`src/common/usbg_consts.vh`:
```
// constants for the serial error status and baud generator block
// Summary of operation
// - Each channel's receive error status register is an 8-bit whole-byte read that reset clears to zero.
// - The parity error flag is set when a received parity bit disagrees with the channel's parity mode.
// - The framing error flag is set when no valid stop bit is seen where expected.
// - On receive only the first stop bit is checked, even with two stop bits set for transmit.
// - The overrun error flag is set when a frame completes before the previous byte was read.
// - Until the receive buffer is read every further completed frame reports overrun again.
// - Each baud generator control register is an 8-bit whole-byte write, resets to zero, bit 7 reads zero.
// - A 3-bit prescaler picks a power-of-two division, 2 to 256 on channel 0 and 4 to 512 on channel 1.
// - A 4-bit value k makes the counter divide by 16 plus k; the all-ones code is prohibited.
// - The bit clock is derived from the system clock alone.
// - The baud rate is the system clock over two to the m plus one, times k plus 16.
// - Parity mode 01 appends a zero parity bit on transmit and never raises a parity error.
// - On channel 0 a control bit decides whether receive errors suppress the reception-end interrupt.
`ifndef USBG_CONSTS_VH
`define USBG_CONSTS_VH
`define USBG_ADDR_W 16
`define USBG_ADDR_STAT0 16'hFFA1
`define USBG_ADDR_BRG0 16'hFFA2
`define USBG_ADDR_STAT1 16'hFFA9
`define USBG_ADDR_BRG1 16'hFFAA
`define USBG_RESET_VAL 8'h00
`define USBG_BIT_OVE 0
`define USBG_BIT_FE 1
`define USBG_BIT_PE 2
`define USBG_BRG_MASK 8'h7F
`define USBG_PAR_NONE 2'h0
`define USBG_PAR_ZERO 2'h1
`define USBG_PAR_ODD 2'h2
`define USBG_PAR_EVEN 2'h3
`define USBG_K_BASE 5'h10
`define USBG_PRE_W 10
`define USBG_DATA_W 8
`define USBG_CNT_W 5
`define USBG_TPS_W 3
`define USBG_TPS_HI 6
`define USBG_TPS_LO 4
`define USBG_K_W 4
`define USBG_K_HI 3
`define USBG_K_LO 0
`define USBG_M_W 4
`define USBG_M_OFS0 4'h1
`define USBG_M_OFS1 4'h2
`define USBG_PMODE_W 2
`define USBG_TX_ZERO_PAR 1'h0
`endif

```
`src/core/usbg_top.v`:
```
// two-channel receive error status and baud rate generator
`timescale 1ns/10ps
`default_nettype none
`include "usbg_consts.vh"
module usbg_top #(
  parameter NCH = 2
) (
  input wire I_CLK_SYS,
  input wire I_RESETN,
  input wire [15:0] I_ADDR,
  input wire I_WR,
  input wire I_RD,
  input wire [7:0] I_WDATA,
  output reg [7:0] O_RDATA,
  input wire [NCH-1:0] I_RX_DONE,
  input wire [NCH-1:0] I_RX_PAR_BIT,
  input wire [NCH-1:0] I_RX_DATA_PAR,
  input wire [NCH-1:0] I_RX_STOP_BIT,
  input wire [2*NCH-1:0] I_PARITY_MODE,
  input wire [NCH-1:0] I_RXBUF_READ,
  input wire I_ERROR_IRQ_SUPPRESS,
  output wire [NCH-1:0] O_TX_PARITY,
  output reg [NCH-1:0] O_BAUD_TICK,
  output reg [NCH-1:0] O_RX_END_IRQ
);
  localparam data_w = `USBG_DATA_W;
  localparam pre_w = `USBG_PRE_W;
  localparam cnt_w = `USBG_CNT_W;

  // flattened per-channel views for the read mux
  wire [data_w*NCH-1:0] stat_all;
  wire [data_w*NCH-1:0] brg_all;

  // per-channel pulses, registered below in one place
  wire [NCH-1:0] tick_nxt;
  wire [NCH-1:0] irq_nxt;

  reg [data_w-1:0] rdata_nxt;

  always @* begin
    rdata_nxt = `USBG_RESET_VAL;
    case (I_ADDR)
      `USBG_ADDR_STAT0: begin
        rdata_nxt = stat_all[0 +: data_w];
      end
      `USBG_ADDR_BRG0: begin
        rdata_nxt = brg_all[0 +: data_w];
      end
      `USBG_ADDR_STAT1: begin
        rdata_nxt = stat_all[data_w +: data_w];
      end
      `USBG_ADDR_BRG1: begin
        rdata_nxt = brg_all[data_w +: data_w];
      end
      default: begin
        rdata_nxt = `USBG_RESET_VAL;
      end
    endcase
  end

  // read data holds until the next read strobe
  always @(posedge I_CLK_SYS) begin
    if (!I_RESETN) begin
      O_RDATA <= `USBG_RESET_VAL;
    end else if (I_RD) begin
      O_RDATA <= rdata_nxt;
    end
  end

  // one driver for each pulse vector
  always @(posedge I_CLK_SYS) begin
    if (!I_RESETN) begin
      O_BAUD_TICK <= {NCH{1'b0}};
    end else begin
      O_BAUD_TICK <= tick_nxt;
    end
  end

  always @(posedge I_CLK_SYS) begin
    if (!I_RESETN) begin
      O_RX_END_IRQ <= {NCH{1'b0}};
    end else begin
      O_RX_END_IRQ <= irq_nxt;
    end
  end

  genvar c;
  generate
    for (c = 0; c < NCH; c = c + 1) begin : g_ch
      reg [data_w-1:0] stat_r;
      reg [data_w-1:0] brg_r;
      reg ovr_pend_r;
      reg [pre_w-1:0] pre_r;
      reg [cnt_w-1:0] cnt_r;
      reg half_r;

      wire [data_w-1:0] stat_nxt;
      wire [data_w-1:0] brg_nxt;
      wire ovr_pend_nxt;
      wire [pre_w-1:0] pre_nxt;
      wire [cnt_w-1:0] cnt_nxt;
      wire half_nxt;

      // register address and write strobe
      wire [`USBG_ADDR_W-1:0] brg_addr;
      wire brg_wr;
      assign brg_addr = (c == 0) ? `USBG_ADDR_BRG0 : `USBG_ADDR_BRG1;
      assign brg_wr = I_WR & (I_ADDR == brg_addr);

      // control fields
      wire [`USBG_TPS_W-1:0] tps;
      wire [`USBG_K_W-1:0] k;
      assign tps = brg_r[`USBG_TPS_HI:`USBG_TPS_LO];
      assign k = brg_r[`USBG_K_HI:`USBG_K_LO];

      // whole-byte write, bit 7 forced to zero
      assign brg_nxt = brg_wr ? (I_WDATA & `USBG_BRG_MASK) : brg_r;

      // channel 1 sits one extra halving lower
      wire [`USBG_M_W-1:0] m_ofs;
      wire [`USBG_M_W-1:0] m;
      assign m_ofs = (c == 0) ? `USBG_M_OFS0 : `USBG_M_OFS1;
      assign m = {1'b0, tps} + m_ofs;

      // prescaler runs from the system clock alone
      wire [pre_w-1:0] pre_one;
      wire [pre_w-1:0] pre_last;
      wire pre_tick;
      assign pre_one = {{(pre_w-1){1'b0}}, 1'b1};
      assign pre_last = (pre_one << m) - pre_one;
      // >= so a smaller new divide never waits for a full wrap
      assign pre_tick = (pre_r >= pre_last);
      assign pre_nxt = pre_tick ? {pre_w{1'b0}} : pre_r + pre_one;

      // 5-bit counter divides by 16 plus k
      wire [cnt_w-1:0] cnt_one;
      wire [cnt_w-1:0] cnt_last;
      wire cnt_wrap;
      assign cnt_one = {{(cnt_w-1){1'b0}}, 1'b1};
      // all-ones k is prohibited; it merely divides by 31
      assign cnt_last = `USBG_K_BASE + {1'b0, k} - cnt_one;
      assign cnt_wrap = pre_tick & (cnt_r >= cnt_last);
      assign cnt_nxt = !pre_tick ? cnt_r :
        (cnt_wrap ? {cnt_w{1'b0}} : cnt_r + cnt_one);

      // last halving gives fx over 2^(m+1)(k+16)
      assign half_nxt = cnt_wrap ? ~half_r : half_r;
      assign tick_nxt[c] = cnt_wrap & half_r;

      // parity check, modes 00 and 01 never err
      wire [`USBG_PMODE_W-1:0] pmode;
      wire xor_match;
      wire pe;
      assign pmode = I_PARITY_MODE[`USBG_PMODE_W*c +: `USBG_PMODE_W];
      assign xor_match = (I_RX_PAR_BIT[c] == I_RX_DATA_PAR[c]);
      assign pe = ((pmode == `USBG_PAR_ODD) & xor_match) |
        ((pmode == `USBG_PAR_EVEN) & ~xor_match);

      // only the first stop bit is looked at
      wire fe;
      assign fe = ~I_RX_STOP_BIT[c];

      // overrun while the buffer is still unread
      wire ove;
      assign ove = ovr_pend_r;
      // a new frame beats a same-cycle buffer read
      assign ovr_pend_nxt = I_RX_DONE[c] ? 1'b1 :
        (I_RXBUF_READ[c] ? 1'b0 : ovr_pend_r);

      // flags replaced at frame end only
      wire [data_w-1:0] bit_one;
      wire [data_w-1:0] err_word;
      assign bit_one = {{(data_w-1){1'b0}}, 1'b1};
      assign err_word = ({data_w{pe}} & (bit_one << `USBG_BIT_PE)) |
        ({data_w{fe}} & (bit_one << `USBG_BIT_FE)) |
        ({data_w{ove}} & (bit_one << `USBG_BIT_OVE));
      assign stat_nxt = I_RX_DONE[c] ? err_word : stat_r;

      // only channel 0 may hold back the irq
      wire any_err;
      wire sup_here;
      assign any_err = pe | fe | ove;
      assign sup_here = (c == 0) & I_ERROR_IRQ_SUPPRESS;
      assign irq_nxt[c] = I_RX_DONE[c] & ~(sup_here & any_err);

      assign O_TX_PARITY[c] = `USBG_TX_ZERO_PAR;

      assign stat_all[data_w*c +: data_w] = stat_r;
      assign brg_all[data_w*c +: data_w] = brg_r;

      always @(posedge I_CLK_SYS) begin
        if (!I_RESETN) begin
          stat_r <= `USBG_RESET_VAL;
        end else begin
          stat_r <= stat_nxt;
        end
      end

      always @(posedge I_CLK_SYS) begin
        if (!I_RESETN) begin
          brg_r <= `USBG_RESET_VAL;
        end else begin
          brg_r <= brg_nxt;
        end
      end

      always @(posedge I_CLK_SYS) begin
        if (!I_RESETN) begin
          ovr_pend_r <= 1'b0;
        end else begin
          ovr_pend_r <= ovr_pend_nxt;
        end
      end

      always @(posedge I_CLK_SYS) begin
        if (!I_RESETN) begin
          pre_r <= {pre_w{1'b0}};
        end else begin
          pre_r <= pre_nxt;
        end
      end

      always @(posedge I_CLK_SYS) begin
        if (!I_RESETN) begin
          cnt_r <= {cnt_w{1'b0}};
          half_r <= 1'b0;
        end else begin
          cnt_r <= cnt_nxt;
          half_r <= half_nxt;
        end
      end
    end
  endgenerate
endmodule // usbg_top
`default_nettype wire

```
`config.mk`:
```
export PLATFORM = sky130hd
export DESIGN_NAME = usbg_top
export DESIGN_NICKNAME = d
export VERILOG_FILES = /design/src/core/usbg_top.v
export VERILOG_INCLUDE_DIRS = /design/src /design/src/common
export SDC_FILE = /design/constraint.sdc
export NUM_CORES = 1
export LEC_CHECK = 0
export ABC_CLOCK_PERIOD_IN_PS = 3100
export BUFFER_PORTS_ARGS = -buffer_cell sky130_fd_sc_hd__buf_2
export CAP_MARGIN = 20
export CORE_MARGIN = 4
export CORE_UTILIZATION = 50
export CTS_CLUSTER_DIAMETER = 100
export DETAILED_ROUTE_END_ITERATION = 10
export HOLD_SLACK_MARGIN = 0.15
export PLACE_DENSITY = 0.74
export SETUP_SLACK_MARGIN = 0.2
export SLEW_MARGIN = 0
export SYNTH_ARGS = -nofsm -noshare
export SYNTH_HDL_FRONTEND = slang
export SYNTH_SLANG_ARGS = --single-unit
export TNS_END_PERCENT = 1
```
`constraint.sdc`:
```
create_clock -name I_CLK_SYS -period 3.1 [get_ports I_CLK_SYS]
set_input_delay 0.62 -clock I_CLK_SYS [delete_from_list [all_inputs] [get_ports I_CLK_SYS]]
set_output_delay 0.62 -clock I_CLK_SYS [all_outputs]
set_load 0.02 [all_outputs]
```
==> run metrics <==
top-area cell type share of the netlist area=33.4%; placer's final routability congestion estimate=0.823; synthesized area per cell=8.89 um^2; Num Clock Sinks=65; Initial Util=52.6%; clock root cell=clkbuf_8; CTS HTree Levels=3; largest net degree at the start of global routing=31; Slew Viols, Final=0; # setup viols final=0; WL final=8.33 mm; Design Power=0.00189 W; CP endpoint kind=flop; DIE HEIGHT=96.2 um; grt total ovfl=0; hold_sp=I_ERROR_IRQ_SUPPRESS; f_max=342 MHz; layout cells sized above 1=23.2%; Least-Margin Pin Slew=0.880 ns; Worst Setup Path Type=flop to flop; status=complete, no violations; vias in the first global route=3046; reg2reg start=g_ch[1].brg_r[6]$_SDFFE_PN0P_; peak supply drop=292 uV; relative slew slack=41.1%; Diodes inserted=0; via/cell ratio=5.48; first-pass GRT wire length=13.4 mm; P_leak=2.05 nW; DR DRC count=0; Bufs on Longest Clock Path=2; maxcap violations=0; minimum clock period=2.92 ns; number of synthesized register bits=65; Post-synth EDFFs=0; initial antenna violation count=0; Synth Flop Type=dfxtp_1; Nets=587; Top Ports=57; leading cell type by number of instances after synthesis=dfxtp_1; routed via count=3307; FF/Latch Area=0.00131 mm^2; startpoint types=flop; CP Max Fanout=7; hold depth=2; Synth area leader=dfxtp_1; post-route ant nets=0; Cell Pwr Density=409 mW/mm^2; area of the multi-input gates=0.00258 mm^2; router iterations before antenna repair=5; CTS tree=done; crit-path cells=inv_4 -> ha_4 -> or3_4 -> ha_4 -> nor2_4 -> nor3_2 -> xnor2_1 -> ha_1 -> nand4_1 -> a211oi_2 -> nor3_2 -> buf_4 -> a22oi_2 -> o32ai_2; overall die width=96.2 um; Synth Instances=438; FILL cells=653; area delta synth->final=18.5%; Hold Path Sink=O_RX_END_IRQ[0]$_SDFF_PN0_; WP data arrival=3.16 ns; worst r2r dst=g_ch[1].cnt_r[3]$_SDFFE_PN0P_; Synth Cell Area=0.00389 mm^2; Site Rows=31; Post-CTS Hold Fix Bufs=0; DRT iter0 DRCs=100; final worst path period share=94.3%; Hold Crit Class=primary input to flop; CTS clock-pin slew for the worst setup and hold paths=0.07 ns; final hold viol count=0; Async SR Flop Fraction=0%; sequential area share after synthesis=33.4%; core area=0.00741 mm^2; DPL Wire Length=6.09 mm; gr usage total=18.6%; setup_tns=0 ns; Clock Skew=0.00976 ns; synth warn=0; CTS buffer count=9; DR WL/cell=13.8 um; Worst path max stage delay=0.39 ns; Unique masters post-synth=54; Die Footprint=0.00926 mm^2; top post-synthesis cells by count=65 x dfxtp_1, 55 x nor2_1, 44 x ha_1; FF-to-FF setup slack=0.18 ns; RSZ-0062 raised after global routing=true; dominant cells by area after synthesis=dfxtp_1 33%, ha_1 14%, nor2_1 5.3%, mux2i_1 4.6%, xnor2_1 4.0%; PortBufs=52; Critical Path RT=3.33 ns; slowest cell on the critical path=or3_4; Worst R2R Path Depth=14; Clock Latency Late Sink=0.35 ns
-- critical path: cells and delay by family, from the launching register on --
family	cells	cell delay, ns
AO/OA/AOI/OAI	3	0.57
XOR/XNOR	1	0.12
adder cells (fa/ha/maj)	3	0.73
buffers and inverters	2	0.23
flip-flops	1	0.38
AND/OR/NAND/NOR	5	0.77
-- where the power goes --
group | switching (W) | internal [W]
Clock | 0.000347 | 0.000288
Combinational | 0.000193 | 0.000139
Sequential | 0.0000450 | 0.000875
Total | 0.000584 | 0.00130
-- worst max path at each step --
stage | from | end | slack [ns] | cells past startpoint
floorplan | g_ch[1].brg_r[5]$_SDFFE_PN0P_ | O_BAUD_TICK[1]$_SDFF_PN0_ | 0.20 | 13
global placement | g_ch[1].brg_r[6]$_SDFFE_PN0P_ | g_ch[1].cnt_r[4]$_SDFFE_PN0P_ | 0.12 | 13
detailed placement | g_ch[1].brg_r[6]$_SDFFE_PN0P_ | g_ch[1].cnt_r[4]$_SDFFE_PN0P_ | 0.05 | 13
CTS | g_ch[1].brg_r[5]$_SDFFE_PN0P_ | g_ch[1].cnt_r[4]$_SDFFE_PN0P_ | 0.20 | 13
global route | g_ch[1].brg_r[6]$_SDFFE_PN0P_ | g_ch[1].cnt_r[3]$_SDFFE_PN0P_ | 0.07 | 14
finish | g_ch[1].brg_r[6]$_SDFFE_PN0P_ | g_ch[1].cnt_r[3]$_SDFFE_PN0P_ | 0.18 | 14
-- per-stage QoR --
step                      area (um^2)  utilization (%)  hold slack (ns)  worst slack [ns]  std cells
after global routing             4620             62.3            0.422            0.0690        604
after global placement           4270             57.6            0.448             0.117        584
final                            4620             62.3            0.447             0.177        604
after CTS                        4470             60.4            0.438             0.201        600
after detailed placement         4270             57.6            0.462            0.0503        584
after floorplan                  3930                -            0.437             0.201        442
-- state kept, by name, indices dropped and copies added, names as in the netlist --
signal and flops:
g_ch.ove 2, g_ch.cnt_r 10, g_ch.half_r 2, O_RX_END_IRQ 2, O_BAUD_TICK 2, g_ch.stat_r 6
g_ch.pre_r 20, O_RDATA 7, g_ch.brg_r 14
-- cell usage in the layout, fill, tap and decap left out, drive strengths merged, types with 6 or more instances in the layout --
cell type and instances:
xor2 9, buf 62, nor2 55, dfxtp 65, conb 6, o21ai 9, nand2 26, mux2i 18
nand4 20, nand3 25, nor3 9, a22o 6, xnor2 18, a22oi 8, a21oi 17, nand2b 11
clkbuf 9, clkinv 6, inv 24, ha 44
-- final cells by class --
class                      instances  area share [%]
sequential                        65            28.3
multi-input combinational        337            55.9
clock buffer                       9            2.68
clock inverter                     7            1.03
tap                               99            2.68
timing repair buffer              62            7.35
inverter                          25            2.09
-- routing by layer --
layer / track usage, % / vias up / routed length (um)
met4: 5.69 / 0 / 97
met2: 30.6 / 58 / 4020
met3: 5.94 / 11 / 391
met5: 0 / - / 0
met1: 23.0 / 1545 / 3810
li1: - / 1693 / -
-- logic make-up (layout without fill, tap and decap cells) --
family | count (synthesis) | count (layout) | synth area share [%]
other cells | 2 | 6 | 0.193
buf+inv | 40 | 103 | 4.82
mux | 19 | 19 | 4.92
fa+ha+maj | 44 | 44 | 14.1
simple gates | 172 | 172 | 24.1
flops | 65 | 65 | 33.4
xor+xnor | 27 | 27 | 6.07
compound gates | 69 | 69 | 12.4
-- timing repair --
action,4_1_cts,5_1_grt
buffers inserted,0,4
setup endpoints to repair,17,33
pin swaps,3,12
gates resized for setup,11,20
No activity file was read; power rests on OpenSTA's default activity.
